[config.mk]
export PLATFORM = sky130hd
export DESIGN_NAME = rfs_top
export DESIGN_NICKNAME = d
export VERILOG_FILES = /design/src/include/rfs_pkg_note_unused.sv /design/src/include/rfs_pkg.sv /design/src/rtl/rfs_glitch_filter.sv /design/src/rtl/rfs_channel.sv /design/src/rtl/rfs_top.sv
export VERILOG_INCLUDE_DIRS = /design/src /design/src/include
export SDC_FILE = /design/constraint.sdc
export NUM_CORES = 1
export LEC_CHECK = 0
export BUFFER_PORTS_ARGS = -buffer_cell sky130_fd_sc_hd__buf_2
export CAP_MARGIN = 25
export CORE_AREA = 2 2 193 195
export CTS_CLUSTER_DIAMETER = 150
export DETAILED_ROUTE_END_ITERATION = 10
export DIE_AREA = 0 0 195 197
export SLEW_MARGIN = 20
export SYNTH_ARGS = -nofsm -noshare
export SYNTH_HDL_FRONTEND = slang
export SYNTH_SLANG_ARGS = --single-unit
[constraint.sdc]
create_clock -name clk_sys_in -period 4.5 [get_ports clk_sys_in]
set_input_delay 0.45 -clock clk_sys_in [delete_from_list [all_inputs] [get_ports clk_sys_in]]
set_output_delay 0.45 -clock clk_sys_in [all_outputs]
set_load 0.02 [all_outputs]
[src/include/rfs_defines.svh]
// Timing and encoding constants for the regulator fault sequencer.
`ifndef RFS_DEFINES_SVH
`define RFS_DEFINES_SVH

`define RFS_CLK_MHZ    25
`define RFS_CLK_KHZ    25000
`define RFS_SW_KHZ     800
`define RFS_NUM_CH     4
`define RFS_NUM_BUCK   3
`define RFS_LIN_CH     3
`define RFS_SS_BUCK_US 3500
`define RFS_SS_LIN_US  500
`define RFS_OC_US      10000
`define RFS_RETRY_US   100000
`define RFS_PG_US      100
`define RFS_GLITCH_US  10
`define RFS_TMR_W      22
`define RFS_PG_W       12
`define RFS_FILT_W     9
`define RFS_PH_W       18

`endif

[src/include/rfs_pkg_note_unused.sv]
// Intentionally empty compile unit.
`default_nettype none
`default_nettype wire

[src/include/rfs_pkg.sv]
// Shared types of the regulator fault sequencer.
`default_nettype none
package rfs_pkg;

  // Channel sequencing states, one-hot.
  typedef enum logic [5:0] {
    RFS_ST_STBY = 6'h01,
    RFS_ST_SOFT = 6'h02,
    RFS_ST_RUN  = 6'h04,
    RFS_ST_OCL  = 6'h08,
    RFS_ST_WAIT = 6'h10,
    RFS_ST_HOT  = 6'h20
  } rfs_state_e;

  // Reported operating mode of one channel.
  typedef enum logic [1:0] {
    RFS_MODE_STANDBY = 2'h0,
    RFS_MODE_NORMAL  = 2'h1,
    RFS_MODE_FAULT   = 2'h2
  } rfs_mode_e;

  // Command to the analog loop of one channel.
  typedef enum logic [1:0] {
    RFS_ACT_REGULATE = 2'h0,
    RFS_ACT_LOW      = 2'h1,
    RFS_ACT_HIGH     = 2'h2,
    RFS_ACT_OFF      = 2'h3
  } rfs_action_e;

endpackage : rfs_pkg
`default_nettype wire

[src/rtl/rfs_glitch_filter.sv]
// Comparator synchroniser with a qualifying glitch filter.
`timescale 1ns/100ps
`default_nettype none
module rfs_glitch_filter #(
  parameter int FILT_CYC = 250,
  parameter int CW       = 9
) (
  input  wire logic clk_sys_in,
  input  wire logic sys_rst_in,
  input  wire logic raw_in,
  output logic      level_out,
  output logic      filt_out
);
  logic          meta_ff;
  logic          sync_ff;
  logic [CW-1:0] cnt_ff;
  logic          filt_ff;
  logic          done_w;

  // The counter saturates so a long fault never wraps back to clear.
  assign done_w    = (cnt_ff == CW'(FILT_CYC - 1));
  assign level_out = sync_ff;
  assign filt_out  = filt_ff;

  // Two flops isolate the analog comparator from the logic.
  always_ff @(posedge clk_sys_in) begin
    if (sys_rst_in) begin
      meta_ff <= 1'b0;
      sync_ff <= 1'b0;
    end else begin
      meta_ff <= raw_in;
      sync_ff <= meta_ff;
    end
  end

  // Fault is reported only after it persists; release is immediate.
  always_ff @(posedge clk_sys_in) begin
    if (sys_rst_in || !sync_ff) begin
      cnt_ff  <= '0;
      filt_ff <= 1'b0;
    end else begin
      if (!done_w) cnt_ff <= cnt_ff + 1'b1;
      if (done_w) filt_ff <= 1'b1;
    end
  end
endmodule : rfs_glitch_filter
`default_nettype wire

[src/rtl/rfs_channel.sv]
// Per-channel sequencer: soft start, current-limit timing, retry and thermal recovery.
`timescale 1ns/100ps
`default_nettype none
module rfs_channel #(
  parameter int SS_CYC    = 87500,
  parameter int OC_CYC    = 250000,
  parameter int RETRY_CYC = 2500000,
  parameter bit HAS_OCP   = 1'b1,
  parameter int TW        = 22
) (
  input  wire logic              clk_sys_in,
  input  wire logic              rst_in,
  input  wire logic              en_in,
  input  wire logic              ov_f_in,
  input  wire logic              uv_f_in,
  input  wire logic              ilim_in,
  input  wire logic              ilim_f_in,
  input  wire logic              short_in,
  input  wire logic              hot_in,
  output logic                   on_out,
  output logic                   ss_out,
  output logic                   ok_out,
  output rfs_pkg::rfs_mode_e     mode_out,
  output rfs_pkg::rfs_action_e   action_out
);
  import rfs_pkg::*;

  rfs_state_e    state_ff, nxt_state;
  logic [TW-1:0] tmr_ff, nxt_tmr;
  logic          ilim_w, short_w, ss_end_w, oc_end_w, retry_end_w, fault_w;

  // Limit inputs are ignored on a channel without a current sensor.
  assign ilim_w      = HAS_OCP && ilim_in;
  assign short_w     = HAS_OCP && short_in;
  assign ss_end_w    = (tmr_ff == TW'(SS_CYC - 1));
  assign oc_end_w    = (tmr_ff == TW'(OC_CYC - 1));
  assign retry_end_w = (tmr_ff == TW'(RETRY_CYC - 1));

  // Next state; a low enable wins over everything, then heat, then a hard short.
  always_comb begin
    nxt_state = state_ff;
    nxt_tmr   = tmr_ff + 1'b1;
    if (!en_in) begin
      nxt_state = RFS_ST_STBY;
      nxt_tmr   = '0;
    end else if (hot_in && state_ff != RFS_ST_HOT && state_ff != RFS_ST_WAIT) begin
      nxt_state = RFS_ST_HOT;
      nxt_tmr   = '0;
    end else begin
      unique case (state_ff)
        RFS_ST_STBY: begin
          nxt_state = RFS_ST_SOFT;
          nxt_tmr   = '0;
        end
        RFS_ST_SOFT, RFS_ST_RUN: begin
          if (short_w) begin
            nxt_state = RFS_ST_WAIT;
            nxt_tmr   = '0;
          end else if (ilim_w) begin
            nxt_state = RFS_ST_OCL;
            nxt_tmr   = '0;
          end else if (state_ff == RFS_ST_SOFT && ss_end_w) begin
            nxt_state = RFS_ST_RUN;
          end
        end
        RFS_ST_OCL: begin
          if (short_w || oc_end_w) begin
            nxt_state = RFS_ST_WAIT;
            nxt_tmr   = '0;
          end else if (!ilim_w) begin
            nxt_state = RFS_ST_RUN;
          end
        end
        RFS_ST_WAIT: begin
          if (retry_end_w) begin
            nxt_state = hot_in ? RFS_ST_HOT : RFS_ST_SOFT;
            nxt_tmr   = '0;
          end
        end
        RFS_ST_HOT: begin
          if (!hot_in) begin
            nxt_state = RFS_ST_SOFT;
          end
          nxt_tmr = '0;
        end
        default: begin
          nxt_state = RFS_ST_STBY;
          nxt_tmr   = '0;
        end
      endcase
    end
  end

  // State and the single shared timer; states never need two timers at once.
  always_ff @(posedge clk_sys_in) begin
    if (rst_in) begin
      state_ff <= RFS_ST_STBY;
      tmr_ff   <= '0;
    end else begin
      state_ff <= nxt_state;
      tmr_ff   <= nxt_tmr;
    end
  end

  // Under-voltage is expected while ramping, so it is not a fault then.
  assign fault_w = (state_ff == RFS_ST_HOT) || (state_ff == RFS_ST_WAIT)
                 || (state_ff == RFS_ST_OCL && ilim_f_in) || ov_f_in
                 || (uv_f_in && state_ff != RFS_ST_SOFT);
  assign on_out  = (state_ff == RFS_ST_SOFT) || (state_ff == RFS_ST_RUN)
                 || (state_ff == RFS_ST_OCL);
  assign ss_out  = (state_ff == RFS_ST_SOFT);
  assign ok_out  = on_out && !ss_out && !fault_w;
  assign mode_out = (state_ff == RFS_ST_STBY) ? RFS_MODE_STANDBY
                  : fault_w ? RFS_MODE_FAULT : RFS_MODE_NORMAL;
  // Voltage faults steer the loop but keep the channel regulating.
  assign action_out = !on_out ? RFS_ACT_OFF
                    : ov_f_in ? RFS_ACT_LOW
                    : (uv_f_in && !ss_out) ? RFS_ACT_HIGH
                    : RFS_ACT_REGULATE;
endmodule : rfs_channel
`default_nettype wire

[src/rtl/rfs_top.sv]
// Top level of the quad regulator fault sequencer.
//
// Summary of operation
// - Hold all channels in reset until the gate-drive rail reaches about 4.0 V.
// - Each of the four channels has its own enable, in any order.
// - Enables are active high; control logic runs whenever supply is present.
// - Soft start lasts 3.5 ms on bucks and 0.5 ms on the linear channel.
// - Fresh soft start on every enable, every retry and every supply cycle.
// - Release power good 100 us after all channels run fault-free.
// - Power good is true only while every channel is normal, else low.
// - A low enable puts its channel in quiet standby with no fault.
// - An enabled channel is in fault mode on regulation, current or heat trouble.
// - Output-high fault: drop power good, keep regulating with minimum drive.
// - Output-high detection passes a 10 us filter; clears once back in regulation.
// - Output-low fault: drop power good, keep regulating with maximum drive.
// - Output-low detection uses the same filter and clears on return.
// - Current trip starts limiting, filtered power-good drop and a 10 ms timer.
// - Current back to normal before timeout resumes normal operation.
// - Timer expiry turns the channel off for 100 ms, then soft start.
// - A hard short stops the channel at once, then the same restart wait.
// - Thermal trip switches the channel off; soft start after cooling.
// - Switching clocks run at 800 kHz, spaced 120 degrees apart.
`timescale 1ns/100ps
`default_nettype none
`include "rfs_defines.svh"
module rfs_top #(
  parameter int SS_BUCK_CYC = `RFS_SS_BUCK_US * `RFS_CLK_MHZ,
  parameter int SS_LIN_CYC  = `RFS_SS_LIN_US * `RFS_CLK_MHZ,
  parameter int OC_CYC      = `RFS_OC_US * `RFS_CLK_MHZ,
  parameter int RETRY_CYC   = `RFS_RETRY_US * `RFS_CLK_MHZ
) (
  input  wire logic                           clk_sys_in,
  input  wire logic                           sys_rst_in,
  input  wire logic                           gate_drive_rail_ok_in,
  input  wire logic                           buck_one_on_in,
  input  wire logic                           buck_two_on_in,
  input  wire logic                           buck_three_on_in,
  input  wire logic                           linear_channel_on_in,
  input  wire logic [`RFS_NUM_CH-1:0]         output_high_fault_in,
  input  wire logic [`RFS_NUM_CH-1:0]         output_low_fault_in,
  input  wire logic [`RFS_NUM_CH-1:0]         thermal_trip_in,
  input  wire logic [`RFS_NUM_BUCK-1:0]       current_limit_in,
  input  wire logic [`RFS_NUM_BUCK-1:0]       hard_short_in,
  output logic                                por_active_out,
  output logic [`RFS_NUM_CH-1:0]              ch_power_on_out,
  output logic [`RFS_NUM_CH-1:0]              soft_start_out,
  output rfs_pkg::rfs_mode_e   [`RFS_NUM_CH-1:0] ch_mode_out,
  output rfs_pkg::rfs_action_e [`RFS_NUM_CH-1:0] ch_action_out,
  output logic [`RFS_NUM_BUCK-1:0]            sw_phase_out,
  output logic                                supply_ok_flag_out,
  output logic                                supply_ok_flag_oe_out
);
  import rfs_pkg::*;

  localparam int PG_CYC     = `RFS_PG_US * `RFS_CLK_MHZ;
  localparam int GLITCH_CYC = `RFS_GLITCH_US * `RFS_CLK_MHZ;
  localparam int PH_MOD     = 3 * `RFS_CLK_KHZ;
  localparam int PH_STEP    = 3 * `RFS_SW_KHZ;

  // Phase accumulator output for one buck, each a third of a period behind the one before.
  // Adding the full modulus first keeps the sum positive, so one wrap step is enough.
  function automatic logic phase_high(input logic [`RFS_PH_W-1:0] acc, input int idx);
    logic [`RFS_PH_W-1:0] s;
    s = acc + `RFS_PH_W'(PH_MOD - idx * `RFS_CLK_KHZ);
    if (s >= `RFS_PH_W'(PH_MOD)) s = s - `RFS_PH_W'(PH_MOD);
    return s < `RFS_PH_W'(PH_MOD / 2);
  endfunction : phase_high

  logic [`RFS_NUM_CH-1:0]   en_raw_w;
  logic                     rail_meta_ff, rail_sync_ff;
  logic [`RFS_NUM_CH-1:0]   en_meta_ff, en_sync_ff;
  logic [`RFS_NUM_CH-1:0]   hot_meta_ff, hot_sync_ff;
  logic [`RFS_NUM_BUCK-1:0] short_meta_ff, short_sync_ff;
  logic                     por_ff;
  logic                     ch_rst_w;

  assign en_raw_w = {linear_channel_on_in, buck_three_on_in,
                     buck_two_on_in, buck_one_on_in};

  // Every pin from outside other than sys_rst_in passes two flops before any logic reads it.
  always_ff @(posedge clk_sys_in) begin
    if (sys_rst_in) begin
      rail_meta_ff  <= 1'b0;
      rail_sync_ff  <= 1'b0;
      en_meta_ff    <= '0;
      en_sync_ff    <= '0;
      hot_meta_ff   <= '0;
      hot_sync_ff   <= '0;
      short_meta_ff <= '0;
      short_sync_ff <= '0;
    end else begin
      rail_meta_ff  <= gate_drive_rail_ok_in;
      rail_sync_ff  <= rail_meta_ff;
      en_meta_ff    <= en_raw_w;
      en_sync_ff    <= en_meta_ff;
      hot_meta_ff   <= thermal_trip_in;
      hot_sync_ff   <= hot_meta_ff;
      short_meta_ff <= hard_short_in;
      short_sync_ff <= short_meta_ff;
    end
  end

  // Internal reset holds while the gate-drive rail is low, and again if it sags.
  always_ff @(posedge clk_sys_in) begin
    if (sys_rst_in) por_ff <= 1'b1;
    else            por_ff <= !rail_sync_ff;
  end
  assign ch_rst_w = sys_rst_in || por_ff;

  logic [`RFS_NUM_CH-1:0] ov_f_w, uv_f_w, ilim_w, ilim_f_w, short_w;
  logic [`RFS_NUM_CH-1:0] on_w, ss_w, ok_w;
  rfs_mode_e   [`RFS_NUM_CH-1:0] mode_w;
  rfs_action_e [`RFS_NUM_CH-1:0] action_w;

  // One set of filters and timers per channel; the linear one has no current sensor.
  for (genvar ch = 0; ch < `RFS_NUM_CH; ch++) begin : g_ch
    localparam bit IS_BUCK = (ch != `RFS_LIN_CH);
    logic ilim_raw_w;
    assign ilim_raw_w = IS_BUCK ? current_limit_in[ch % `RFS_NUM_BUCK] : 1'b0;
    assign short_w[ch] = IS_BUCK ? short_sync_ff[ch % `RFS_NUM_BUCK] : 1'b0;

    rfs_glitch_filter #(.FILT_CYC(GLITCH_CYC), .CW(`RFS_FILT_W)) u_ov_filt (
      .clk_sys_in (clk_sys_in),
      .sys_rst_in (ch_rst_w),
      .raw_in     (output_high_fault_in[ch]),
      .level_out  (),
      .filt_out   (ov_f_w[ch])
    );
    rfs_glitch_filter #(.FILT_CYC(GLITCH_CYC), .CW(`RFS_FILT_W)) u_uv_filt (
      .clk_sys_in (clk_sys_in),
      .sys_rst_in (ch_rst_w),
      .raw_in     (output_low_fault_in[ch]),
      .level_out  (),
      .filt_out   (uv_f_w[ch])
    );
    rfs_glitch_filter #(.FILT_CYC(GLITCH_CYC), .CW(`RFS_FILT_W)) u_il_filt (
      .clk_sys_in (clk_sys_in),
      .sys_rst_in (ch_rst_w),
      .raw_in     (ilim_raw_w),
      .level_out  (ilim_w[ch]),
      .filt_out   (ilim_f_w[ch])
    );
    rfs_channel #(
      .SS_CYC    (IS_BUCK ? SS_BUCK_CYC : SS_LIN_CYC),
      .OC_CYC    (OC_CYC),
      .RETRY_CYC (RETRY_CYC),
      .HAS_OCP   (IS_BUCK),
      .TW        (`RFS_TMR_W)
    ) u_chan (
      .clk_sys_in (clk_sys_in),
      .rst_in     (ch_rst_w),
      .en_in      (en_sync_ff[ch]),
      .ov_f_in    (ov_f_w[ch]),
      .uv_f_in    (uv_f_w[ch]),
      .ilim_in    (ilim_w[ch]),
      .ilim_f_in  (ilim_f_w[ch]),
      .short_in   (short_w[ch]),
      .hot_in     (hot_sync_ff[ch]),
      .on_out     (on_w[ch]),
      .ss_out     (ss_w[ch]),
      .ok_out     (ok_w[ch]),
      .mode_out   (mode_w[ch]),
      .action_out (action_w[ch])
    );
  end

  // Power good needs every channel enabled and in regulation, then a settle delay.
  logic                  all_ok_w, pg_done_w;
  logic [`RFS_PG_W-1:0]  pg_cnt_ff;
  logic                  pg_rel_ff;
  assign all_ok_w  = !por_ff && (&en_sync_ff) && (&ok_w);
  assign pg_done_w = (pg_cnt_ff == `RFS_PG_W'(PG_CYC - 1));

  always_ff @(posedge clk_sys_in) begin
    if (sys_rst_in || !all_ok_w) begin
      pg_cnt_ff <= '0;
      pg_rel_ff <= 1'b0;
    end else begin
      if (!pg_done_w) pg_cnt_ff <= pg_cnt_ff + 1'b1;
      if (pg_done_w) pg_rel_ff <= 1'b1;
    end
  end

  // Fractional accumulator gives an exact 800 kHz average from the 25 MHz clock.
  logic [`RFS_PH_W-1:0]     ph_acc_ff;
  logic [`RFS_PH_W-1:0]     ph_sum_w;
  logic [`RFS_NUM_BUCK-1:0] ph_w;
  assign ph_sum_w = ph_acc_ff + `RFS_PH_W'(PH_STEP);
  for (genvar b = 0; b < `RFS_NUM_BUCK; b++) begin : g_ph
    assign ph_w[b] = phase_high(ph_acc_ff, b);
  end

  always_ff @(posedge clk_sys_in) begin
    if (sys_rst_in) ph_acc_ff <= '0;
    else if (ph_sum_w >= `RFS_PH_W'(PH_MOD)) ph_acc_ff <= ph_sum_w - `RFS_PH_W'(PH_MOD);
    else ph_acc_ff <= ph_sum_w;
  end

  // Outputs are registered copies so no comparator glitch reaches a pin.
  always_ff @(posedge clk_sys_in) begin
    if (sys_rst_in) begin
      por_active_out        <= 1'b1;
      ch_power_on_out       <= '0;
      soft_start_out        <= '0;
      ch_mode_out           <= '{default: RFS_MODE_STANDBY};
      ch_action_out         <= '{default: RFS_ACT_OFF};
      sw_phase_out          <= '0;
      supply_ok_flag_out    <= 1'b0;
      supply_ok_flag_oe_out <= 1'b1;
    end else begin
      por_active_out        <= por_ff;
      ch_power_on_out       <= on_w;
      soft_start_out        <= ss_w;
      ch_mode_out           <= mode_w;
      ch_action_out         <= action_w;
      sw_phase_out          <= ph_w & on_w[`RFS_NUM_BUCK-1:0];
      supply_ok_flag_out    <= 1'b0;
      supply_ok_flag_oe_out <= !pg_rel_ff;
    end
  end
endmodule : rfs_top
`default_nettype wire

* Word-level counts from Yosys, hierarchy flattened
Cells that the tools add are included.
** Cells by class
- $add $sub $neg :: 24
- Magnitude comparators :: 7
- Equal/unequal tests :: 90
- Mux-type cells :: 71
- Bitwise logic cells :: 9
- Reductions and logical operators :: 129
** Operators by type and width (number)
- 22-bit 2-to-1 mux :: 14
- 22-bit one-hot mux with 3 select lines :: 4
- 6-bit 2-to-1 mux :: 32
- 6-bit one-hot mux with 5 select lines :: 4
- 9-bit by 1-bit adder with 9-bit output (second input constant) :: 11
- 9-bit by 8-bit equality test with 1-bit output (second input constant) :: 11
- 22-bit by 1-bit adder with 22-bit output (second input constant) :: 4
- 22-bit by 18-bit equality test with 1-bit output (second input constant) :: 4
- 22-bit equality test (second input constant) :: 4
- 18-bit by 17-bit greater-or-equal comparator with 1-bit output (second input constant) :: 4
- 18-bit 2-to-1 mux :: 4
- 18-bit by 17-bit subtractor with 18-bit output (second input constant) :: 4
- 22-bit by 17-bit equality test with 1-bit output (second input constant) :: 3
- 18-bit by 16-bit < comparator with 1-bit output (second input constant) :: 3
- 1-bit logical OR :: 39
- 1-bit logical AND :: 33
- 4-bit AND reduction :: 8
- 2-bit OR reduction :: 16
- 6-bit by 1-bit equality test with 1-bit output (second input constant) :: 4
- 6-bit by 2-bit equality test with 1-bit output (second input constant) :: 4
- 6-bit by 3-bit equality test with 1-bit output (second input constant) :: 4
- 6-bit by 4-bit equality test with 1-bit output (second input constant) :: 4
- 6-bit by 5-bit equality test with 1-bit output (second input constant) :: 4
- 6-bit equality test (second input constant) :: 4
- other kinds (24) :: 104
** Word-level totals
- Register bits after elaboration :: 329
- Input port bits :: 25
- Output and inout bits :: 30
- Word-level logic and storage cells :: 415

* Longest topological paths before layout
Gate-level depths: netlist (run 1).
- Depth in word-level cells :: 11
- Depth in mapped cells :: 15
- Mapped depth without buffers :: 12

* Modules after synthesis
From an unflattened synthesis (run 1), not the netlist that was laid out.
** Unflattened totals
- Cells, all modules :: 2103
- Area, all modules :: 18152.4 um2
** By module, submodules not included
- rfs_glitch_filter :: times used 12, cells an instance 55, area an instance 520.5 um2, sequential area each 240.2 um2
- rfs_top :: times used 1, cells an instance 712, area an instance 5743.0 um2, sequential area each 1641.6 um2
- rfs_channel (g_ch[1].u_chan ...) :: times used 2, cells an instance 189, area an instance 1592.8 um2, sequential area each 560.5 um2
- rfs_channel (g_ch[0].u_chan) :: times used 1, cells an instance 192, area an instance 1639.1 um2, sequential area each 560.5 um2
- rfs_channel (g_ch[3].u_chan) :: times used 1, cells an instance 161, area an instance 1338.8 um2, sequential area each 520.5 um2

* Least setup slack after synthesis (run 1)
Ideal clock, no wire load.
- Kind :: flip-flop to flip-flop
- Start :: register ph_acc_ff[5]
- End :: register sw_phase_out[2]
- Library setup time :: 0.116 ns
- Data arrival time :: 3.274 ns
- Data required time :: 4.384 ns
- Path slack :: 1.109 ns
- Stages on the path, launching flop included :: 14
- Buffers on the path :: 1
- Clock period less this slack :: 3.391 ns
- Path through :: dfxtp_1 -> buf_2 -> inv_1 -> ha_1 -> a2111oi_4 -> xnor2_1 -> nand3_2 -> or2_2 -> a311o_1 -> a21oi_4 -> nor3b_2 -> xnor2_1 -> nand2_1 -> o211a_1
** On the way
- Longest elaborated chain between the ends :: 5
- Elaborated cells on any way between the ends :: 6
- Classes of those cells :: add/sub (2); order compare (2); mux (1); bitwise (1)
** Ends and longest elaborated chain
- from (decl) :: line rfs_top.sv:185 : logic [`RFS_PH_W-1:0] ph_acc_ff;
- from (signal assigned) :: line rfs_top.sv:195 : else if (ph_sum_w >= `RFS_PH_W'(PH_MOD)) ph_acc_ff <= ph_sum_w - `RFS_PH_W'(PH_MOD);
- from (signal assigned) :: line rfs_top.sv:196 : else ph_acc_ff <= ph_sum_w;
- 18-bit by 15-bit adder with 18-bit output (*) :: line rfs_top.sv:64 : s = acc + `RFS_PH_W'(PH_MOD - idx * `RFS_CLK_KHZ);
- 18-bit by 17-bit subtractor with 18-bit output or 18-bit by 17-bit greater-or-equal comparator with 1-bit output (tied branches) :: line rfs_top.sv:65 : if (s >= `RFS_PH_W'(PH_MOD)) s = s - `RFS_PH_W'(PH_MOD);
- 18-bit 2-to-1 mux (*) :: line rfs_top.sv:65
- 18-bit by 16-bit < comparator with 1-bit output (*) :: line rfs_top.sv:66 : return s < `RFS_PH_W'(PH_MOD / 2);
- 3-bit bitwise AND (*) :: line rfs_top.sv:216 : sw_phase_out <= ph_w & on_w[`RFS_NUM_BUCK-1:0];
- to (signal assigned) :: line rfs_top.sv:216
- to (decl) :: line rfs_top.sv:49 : output logic [`RFS_NUM_BUCK-1:0] sw_phase_out,
Mark *: on every way between the ends. The rest lies on a longest branch, timed or not.
A chain may end at the register's enable or synchronous reset.

* Worst setup path in the final report (run 1)
- Start :: register ph_acc_ff[6]
- End :: register ph_acc_ff[9]
** On the way
- Longest elaborated chain between the ends :: 3
- Elaborated cells on any way between the ends :: 4
- Classes of those cells :: add/sub (2); order compare (1); mux (1)
** Ends and longest elaborated chain
- 18-bit by 12-bit adder with 18-bit output (*) :: line rfs_top.sv:188 : assign ph_sum_w = ph_acc_ff + `RFS_PH_W'(PH_STEP);
- 18-bit by 17-bit subtractor with 18-bit output or 18-bit by 17-bit greater-or-equal comparator with 1-bit output (tied branches) :: line rfs_top.sv:195
- 18-bit 2-to-1 mux (*) :: line rfs_top.sv:195
Marked as above.

==> impl.org, run 1 <==
** Drt
- Routed length per instance :: 14.1 um
- Via-per-instance ratio :: 5.33
- Total wire length after detailed routing :: 35.2 mm
- Residual antenna-violating net count after detailed routing :: 0
- Count of vias placed by the detailed router :: 13300
- The first detailed-routing pass took 5 iterations.
- DRC violation total after the first TritonRoute iteration :: 583
- After detailed routing, the number of remaining DRC violations is 0.

** Yosys
- After synthesis, the share of flip-flops with an asynchronous set or reset is 0%.
- Each instance of the synthesized netlist takes up on average 8.32 sq um.
- In this run, synthesis inferred 0 flip-flops with an integrated enable.
- For this run, the leading register cell type out of synthesis is dfxtp_1.
- Sequential cells were found to cover 40.1% of the synthesized design area.
- Synthesized net count :: 2010
- Distinct cell type count after synthesis :: 94
- Synth warn :: 0
- The cell count after synthesis came out at 1943.
- After synthesis the cells add up to 16200 sq um.
- Counting flops and latches in the post-synthesis netlist gives 324.

** CTS
- # resized after CTS :: 0
- The root buffer cell chosen for the clock tree is clkbuf_16.
- TritonCTS built the clock tree.
- The clock drives 324 sinks.
- Later-pin clock latency in the skew report :: 540 ps
- Postcts setup bufs :: 0
- Number of buffers added to fix hold violations after cts :: 0
- Worst-path clk slew :: 70 ps
- Number of buffers added by the clock tree synthesis step :: 37
- CTS max path bufs :: 3
- Max H-tree Level :: 2

** Cells and area
- Compared with the post-synthesis result, the final layout area differs by 12.0%.
- Highest-count cells in the layout ignoring fill and taps :: nor2_1, dfxtp_1, nand2_1
- Area of all placed cells without fillers :: 18100 sq um
- At the end of the flow, the number of nets in the layout was 2062.
- Ratio of cells with drive above 1 in the final layout :: 9.01%
- Leading cell type in the layout, fill and taps excluded :: nor2_1
- Diode insertion count for antenna repair :: 0

** Pwr
- Power per unit of standard cell area :: 374 nW/um^2
- The analysis attributes to cell leakage a power of 6.23 nW.
- Clock share of power :: 44.9%
- The analysis attributes to net switching a power of 0.00173 W.
- Share of power burned in registers :: 43.7%
- Of the total power, the share spent switching nets is 25.6%.
- Combinational power share :: 11.4%
- Internal power of the cells :: 0.00504 W
- VDD IR-drop max :: 0.000275 V

** Global routing
- The first global-routing pass estimated 59.5 mm of wire.
- All-Layer GR Usage :: 18.4%
- Entering global routing, the biggest net connects 60 pins.
- The number of global-route vias before repair came to 12300.
- Aggregate global routing overflow :: 0
- Antenna violations before repair :: 0

** Setup path
- The worst setup path is launched from a flop.
- Among all stages on the critical path, the largest delay is contributed by nor2_2.
- STA puts the critical path data arrival time at 3980 ps.
- STA puts the critical path data required time at 4900 ps.
- STA classifies the critical path endpoint as a flop.
- The setup path with the least slack is of type flop to flop.
- The largest single stage delay on the critical path is 530 ps.
- The critical path goes through buf_4 -> inv_1 -> ha_1 -> nand2b_1 -> a21oi_1 -> xnor2_1 -> o21bai_1 -> nor3_1 -> and4bb_1 -> nor2_2 -> nor3_1 -> xnor2_1 -> nor2_1.
- In this run the worst path has a maximum fanout of 21.

** STA
- Dividing the final minimum period by the clock period gives 79.6%.
- Static timing analysis puts the maximum clock frequency at 279 MHz.
- Fin crit period :: 3580 ps
- At the pin with the least slew margin, the transition time is 927 ps.
- The number of pins with negative max-slew slack in the final report is 0.
- Setup violations remaining at the end of the flow were counted as 0.
- Final hold vios :: 0
- Unrepaired setup endpoints after global routing :: no
- Adding up every negative setup slack in the final design gives 0 ps.
- Setup slack closes at 920 ps.
- The worst pin sits at a relative slew slack of 37.6%.
- Between clock sinks in the finished design, the worst skew comes to 16.2 ps.

** Floorplanning
- The die covers 38400 sq um.
- Floorplan die width :: 195 um
- Placement Rows :: 70
- Once the floorplan was initialized, standard cells occupied 44.6% of the core.
- Std-Cell Core Area :: 36300 sq um
- Die height :: 197 um
- Num ports :: 55

** Run status
- Result of the run :: finished, final reports clean

** Place
- Worst setup slack before clock tree synthesis :: 954 ps
- After legalization and detailed placement, the total HPWL measured 24.9 mm.
- Final weighted congestion in routability-driven placement :: 0.875
- Input and output buffers added on the ports amount to 53.
- In this run the cell area measured after placement is 16800 sq um.

** Job
- Number of violations of the max-capacitance limit :: 0

** Hold path
- Hold WC Path Type :: input pin to flop
power groups by stage:
stage | Sequential (W) | Clock, W | Combinational (W)
2_1_floorplan | 0.00297 | 0 | 0.000667
3_3_place_gp | 0.00302 | 0 | 0.000757
3_5_place_dp | 0.00302 | 0 | 0.000759
4_1_cts | 0.00296 | 0.00313 | 0.000764
5_1_grt | 0.00296 | 0.00325 | 0.000860
6_report | 0.00296 | 0.00304 | 0.000770
state kept, by name, indices dropped and copies added (netlist names), 8 cells and up:
signal,count
g_ch.u_chan.tmr_ff,88
ph_acc_ff,15
g_ch.u_uv_filt.cnt_ff,36
ch_action_out,8
pg_cnt_ff,12
g_ch.u_chan.state_ff,22
g_ch.u_ov_filt.cnt_ff,36
g_ch.u_il_filt.cnt_ff,27
ch_mode_out,8
path summary, 6_finish.rpt:
kind / start / end / slack (ps) / cells after the start
hold reg to reg: rail_sync_ff / por_ff / 390 / 1
setup reg to reg: ph_acc_ff[6] / ph_acc_ff[9] / 920 / 13
setup / recovery: ph_acc_ff[6] / ph_acc_ff[9] / 920 / 13
hold / removal: output_low_fault_in[0] / g_ch[0].u_uv_filt.meta_ff / 110 / 2
layer usage:
layer	global-route usage (%)	vias to the layer above	part of all wire (%)
li1	-	6827	-
met4	6.30	0	2.3
met2	29.3	207	44
met1	25.1	6176	49
met3	3.30	53	4.0
met5	0	-	0
cells in the mapped netlist, types with 8 or more instances:
master	count	area share [%]
nor2_1	332	7.7
dfxtp_1	324	40
nand2_1	152	3.5
xnor2_1	129	7.0
nand3_1	96	3.0
xor2_1	94	5.1
a21oi_1	92	2.8
o21ai_0	78	2.4
inv_1	48	1.1
nor3_1	46	1.4
ha_1	42	3.3
and2_1	40	1.5
or3_1	40	1.5
nor2b_1	39	1.5
nand4_1	37	1.4
and3_1	36	1.4
clkbuf_1	32	0.74
nor4_1	23	0.89
nand2b_1	18	0.70
a211oi_1	14	0.65
a31oi_1	14	0.54
a21o_1	13	0.60
buf_2	10	0.31
mux2_2	9	0.63
nor4b_1	9	0.49
mux2i_1	8	0.50
o31ai_1	8	0.37
worst max-delay path: cells and delay by family (launching register included):
kind            cells  cell delay (ps)
compound gates      2              610
buf+inv             2              430
fa+ha+maj           1              350
xor+xnor            2              370
simple gates        6             1370
flops               1              310
cells by family after synthesis:
| kind of cell | Yosys count | share of synthesized area, % |
|---|---|---|
| adders and majority gates | 42 | 3.25 |
| xor gates and xnor gates | 223 | 12.1 |
| muxes | 17 | 1.12 |
| buffers and inverters | 103 | 2.79 |
| other | 1 | 0.0232 |
| DFF | 324 | 40.1 |
| and+or+nand+nor | 933 | 28.6 |
| AOI/OAI and AO/OA | 300 | 12.0 |
layout make-up:
cell class / count / area [sq um]
flip-flops and latches: 324 / 6490
fillers: 3564 / 18200
well taps: 468 / 586
clock inverters: 17 / 186
multi-input cells: 1516 / 9240
inverters: 50 / 188
clock buffers: 48 / 1060
repair buffers: 66 / 355
per-stage QoR:
stage / cells / util, % / hold WS [ps] / power, W
after floorplan: 1943 / - / 356 / 0.00364
final: 2489 / 49.9 / 115 / 0.00677
after global placement: 2421 / 46.4 / 381 / 0.00378
after detailed placement: 2421 / 46.4 / 381 / 0.00378
after global routing: 2489 / 49.9 / 88.3 / 0.00707
after CTS: 2486 / 49.9 / 81.5 / 0.00685
(Power assumes the default switching activity.)
==> run 2: changes to the inputs <==
==> constraint.sdc (replaced) <==
create_clock -name clk_sys_in -period 3.7 [get_ports clk_sys_in]
set_input_delay 0.37 -clock clk_sys_in [delete_from_list [all_inputs] [get_ports clk_sys_in]]
set_output_delay 0.37 -clock clk_sys_in [all_outputs]
set_load 0.02 [all_outputs]
==> run 2 against run 1 <==
Compared with the run above: via count is 0.96% higher; power up 27%; combinational power grew 26%; utilization up 0.71 points; first-iteration DRC count up 24%; critical path type unchanged; critical path depth decreased by 1; sequential share of layout area fell by 0.50 points; maximum frequency is 3.1% higher; setup slack got worse by 690 ps; critical endpoint is now sw_phase_out[2]; non-clock buffer count is 14 higher; final area increased by 1.4%; final cell count up 0.56%.
==> impl.org, run 2 (synthesized netlist as in run 1, its figures left out) <==
** Drt
- Number of optimization iterations in the first detailed-route pass :: 5 (unchanged)
- The via count was 13400 (+0.96%).
- The starting DRC count in detailed routing was 725 (+24%).
- The per-cell via count in the routed design was 5.35 (+0.39%).
- The average wire per cell in the routed design was 14.3 um (+0.86%).
- The antenna violation net count after detailed routing is 0 (unchanged).
- The total routed wirelength was 35.7 mm (+1.4%).
- The number of remaining DRC errors came to 0 (unchanged).

** STA
- Setup repair after global routing left no endpoint under its margin.
- Worst Max-Slew Pin Slew :: 1050 ps (+125 ps)
- The final worst-path cycle share was 93.9% (+14 points).
- The worst slew slack as a fraction of its limit came to 29.2% (-8.4 points).
- Fin crit period :: 3470 ps (-107 ps)
- The final-layout setup total negative slack is 0 ps (unchanged).
- The total count of hold-check failures in the final report was 0 (unchanged).
- Count of pins over their slew limit :: 0 (unchanged)
- The number of endpoints failing setup at the final stage is 0 (unchanged).
- The maximum clock rate is 288 MHz (+3.1%).
- Hold_ws :: 32.9 ps (-82.0 ps)
- Worst clock skew on the final layout :: 20.9 ps (+4.71 ps)

** Setup path
- Kind of cell adding the most delay to the critical path :: compound AO/OA/AOI/OAI gates
- Among all stages on the critical path, the largest delay is contributed by dfxtp_1.
- The maximum cell stage delay along the critical path is 470 ps (-60 ps).
- The highest net fanout along the worst path came to 10 (-52%).
- The worst setup path is captured at a flop.
- CP Launch Point :: ph_acc_ff[5]
- The worst setup path is launched from a flop.
- The worst setup slack for register-to-register paths was 230 ps (-690 ps).
- The most numerous cell type found on the critical path is xnor2_1.
- The arrival time at the worst endpoint was 3890 ps (-90 ps).
- The signal on the critical path passes through inv_1 -> ha_1 -> a2111oi_4 -> xnor2_1 -> nand3_2 -> or2_2 -> a311o_1 -> a21oi_4 -> nor3b_2 -> xnor2_1 -> nand2_1 -> o211a_1.
- The critical path buffer and inverter count was 1 (-1).
- Startpoint of the worst register-to-register path :: ph_acc_ff[5]
- The critical path is of the flop to flop type.
- CP required :: 4120 ps (-780 ps)

** Cells and area
- The area of the multi-input gates is 9260 sq um (+0.28%).
- Post-synthesis to final-layout area growth :: 13.5%
- Number of flip-flops under the largest register name :: 88 (unchanged)
- The number of antenna repair diodes is 0 (unchanged).
- The largest registers in the layout are g_ch.u_chan.tmr_ff: 88 flops, g_ch.u_ov_filt.cnt_ff: 36 flops, g_ch.u_uv_filt.cnt_ff: 36 flops.
- The final net count is 2076 (+0.68%).
- Leading cell type in the layout, fill and taps excluded :: nor2_1
- g_ch.u_chan.tmr_ff holds more flip-flops than any other register.
- The total non-filler cell area in the finished layout was 18400 sq um (+1.4%).
- Ratio of cells with drive above 1 in the final layout :: 9.14% (+0.13 points)
- Leaving out fill and tap cells, the most frequent cells in the layout are nor2_1, dfxtp_1, nand2_1.
- Filler Cell Count :: 3468 (-2.7%)
- Sequential cell area :: 6490 sq um (unchanged)

** CTS
- Clock root buffer :: clkbuf_16
- Max H-tree Level :: 2 (unchanged)
- Number of buffers added by the clock tree synthesis step :: 37 (unchanged)
- Worst-path clk slew :: 60 ps (about the same)
- The count of buffers added by post-CTS timing repair for setup came to 0 (unchanged).
- The deepest clock path buffer count was 3 (unchanged).
- TritonCTS clock tree :: done
- The clock latency at the later pin of the worst-skew pair is 540 ps (about the same).
- Number of sinks on the clock net :: 324 (unchanged)

** Floorplanning
- The I/O pin total is 55 (unchanged).
- The vertical die dimension is 197 um (unchanged).
- Initial Util :: 44.6% (unchanged)
- The area enclosed by the die boundary was 38400 sq um (unchanged).
- The floorplan core area was 36300 sq um (unchanged).
- Placement Rows :: 70 (unchanged)
- Floorplan die width :: 195 um (unchanged)

** Pwr
- Total power consumption of the routed design :: 0.00859 W (+27%)
- The power per unit of standard cell area came to 468 nW/um^2 (+25%).
- Leakage Power :: 6.36 nW (+2.1%)
- The maximum ir drop on the vdd rail came to 0.000380 V (+38%).

** Global routing
- All-Layer GR Usage :: 18.3% (-0.068 points)
- First-pass GRT wire length :: 59.1 mm (-0.65%)
- The aggregate global routing overflow came to 0 (unchanged).
- Vias in the first global route :: 12300 (-0.081%)
- The number of antenna violations at the first check in global routing came to 0 (unchanged).
- The pin count of the biggest net entering global routing was 35 (-42%).

** Place
- Placed instance area :: 16900 sq um (+0.36%)
- Final HPWL from detailed placement :: 25.0 mm (+0.32%)
- Count of port buffers added during placement :: 53 (unchanged)
- Final weighted congestion in routability-driven placement :: 0.898 (+2.7%)

** Hold path
- Hold WC Path Type :: input pin to flop
- Worst hold start :: hard_short_in[2]

** Job
- The max-cap check violation count was 0 (unchanged).

** Run status
- Result of the run :: finished, final reports clean
## run 2: cell count changes in the layout (fill, tap and decap cells not counted), moves of 2 or more
cell	delta
dlygate4sd3_1	+9
buf_4	+8
clkinvlp_4	-6
bufinv_16	+5
clkbuf_1	+4
clkbuf_2	-3
clkbuf_8	-3
clkinv_2	-2
inv_6	+2
xor2_1	-2
xor2_2	+2
## run 2: metal layers
metal | track usage [%] | vias to the layer above | wire length, um
li1 | - | 6843 | -
met1 | 24.1 | 6257 | 17300
met2 | 30.2 | 227 | 16000
met3 | 3.29 | 63 | 1440
met4 | 6.22 | 0 | 927
met5 | 0 | - | 0
## run 2: worst reg2reg max path: cells and delay by family, from the launching register on
kind,cells,cell delay [ps]
simple gates,4,660
fa+ha+maj,1,310
compound gates,4,1220
flops,1,470
buf+inv,1,240
xor+xnor,2,470
## run 2: power breakdown
part	internal, W	switching (W)	total [W]
clock network	0.00256	0.00146	0.00402
logic	0.000398	0.000570	0.000968
registers	0.00352	0.0000773	0.00360
## run 2: cell type report
| cell class | count | area share [%] |
|---|---|---|
| multi-input cells | 1516 | 50.5 |
| flip-flops and latches | 324 | 35.3 |
| well taps | 468 | 3.19 |
| clock inverters | 15 | 1.54 |
| inverters | 50 | 1.02 |
| clock buffers | 50 | 5.76 |
| repair buffers | 80 | 2.67 |
## run 2: timing repair
action                     in CTS  in global routing
hold buffers                    9                  0
hold endpoints to repair        9                  0
gates resized for setup         0                  5
setup endpoints to repair       0                  8
## run 2: metrics by stage
stage                     utilization [%]  setup slack [ps]  std cells
after global routing                 50.6              15.1       2503
after detailed placement             46.6               339       2429
after global placement               46.6               398       2429
after floorplan                         -               309       1943
after CTS                            50.5               276       2503
final                                50.6               227       2503
## run 2: path summary, 6_finish.rpt
path | endpoint | cells past startpoint
worst max-delay path | sw_phase_out[2] | 12
worst min-delay path | short_meta_ff[2] | 2
worst max register to register | sw_phase_out[2] | 12
worst min register to register | por_ff | 1
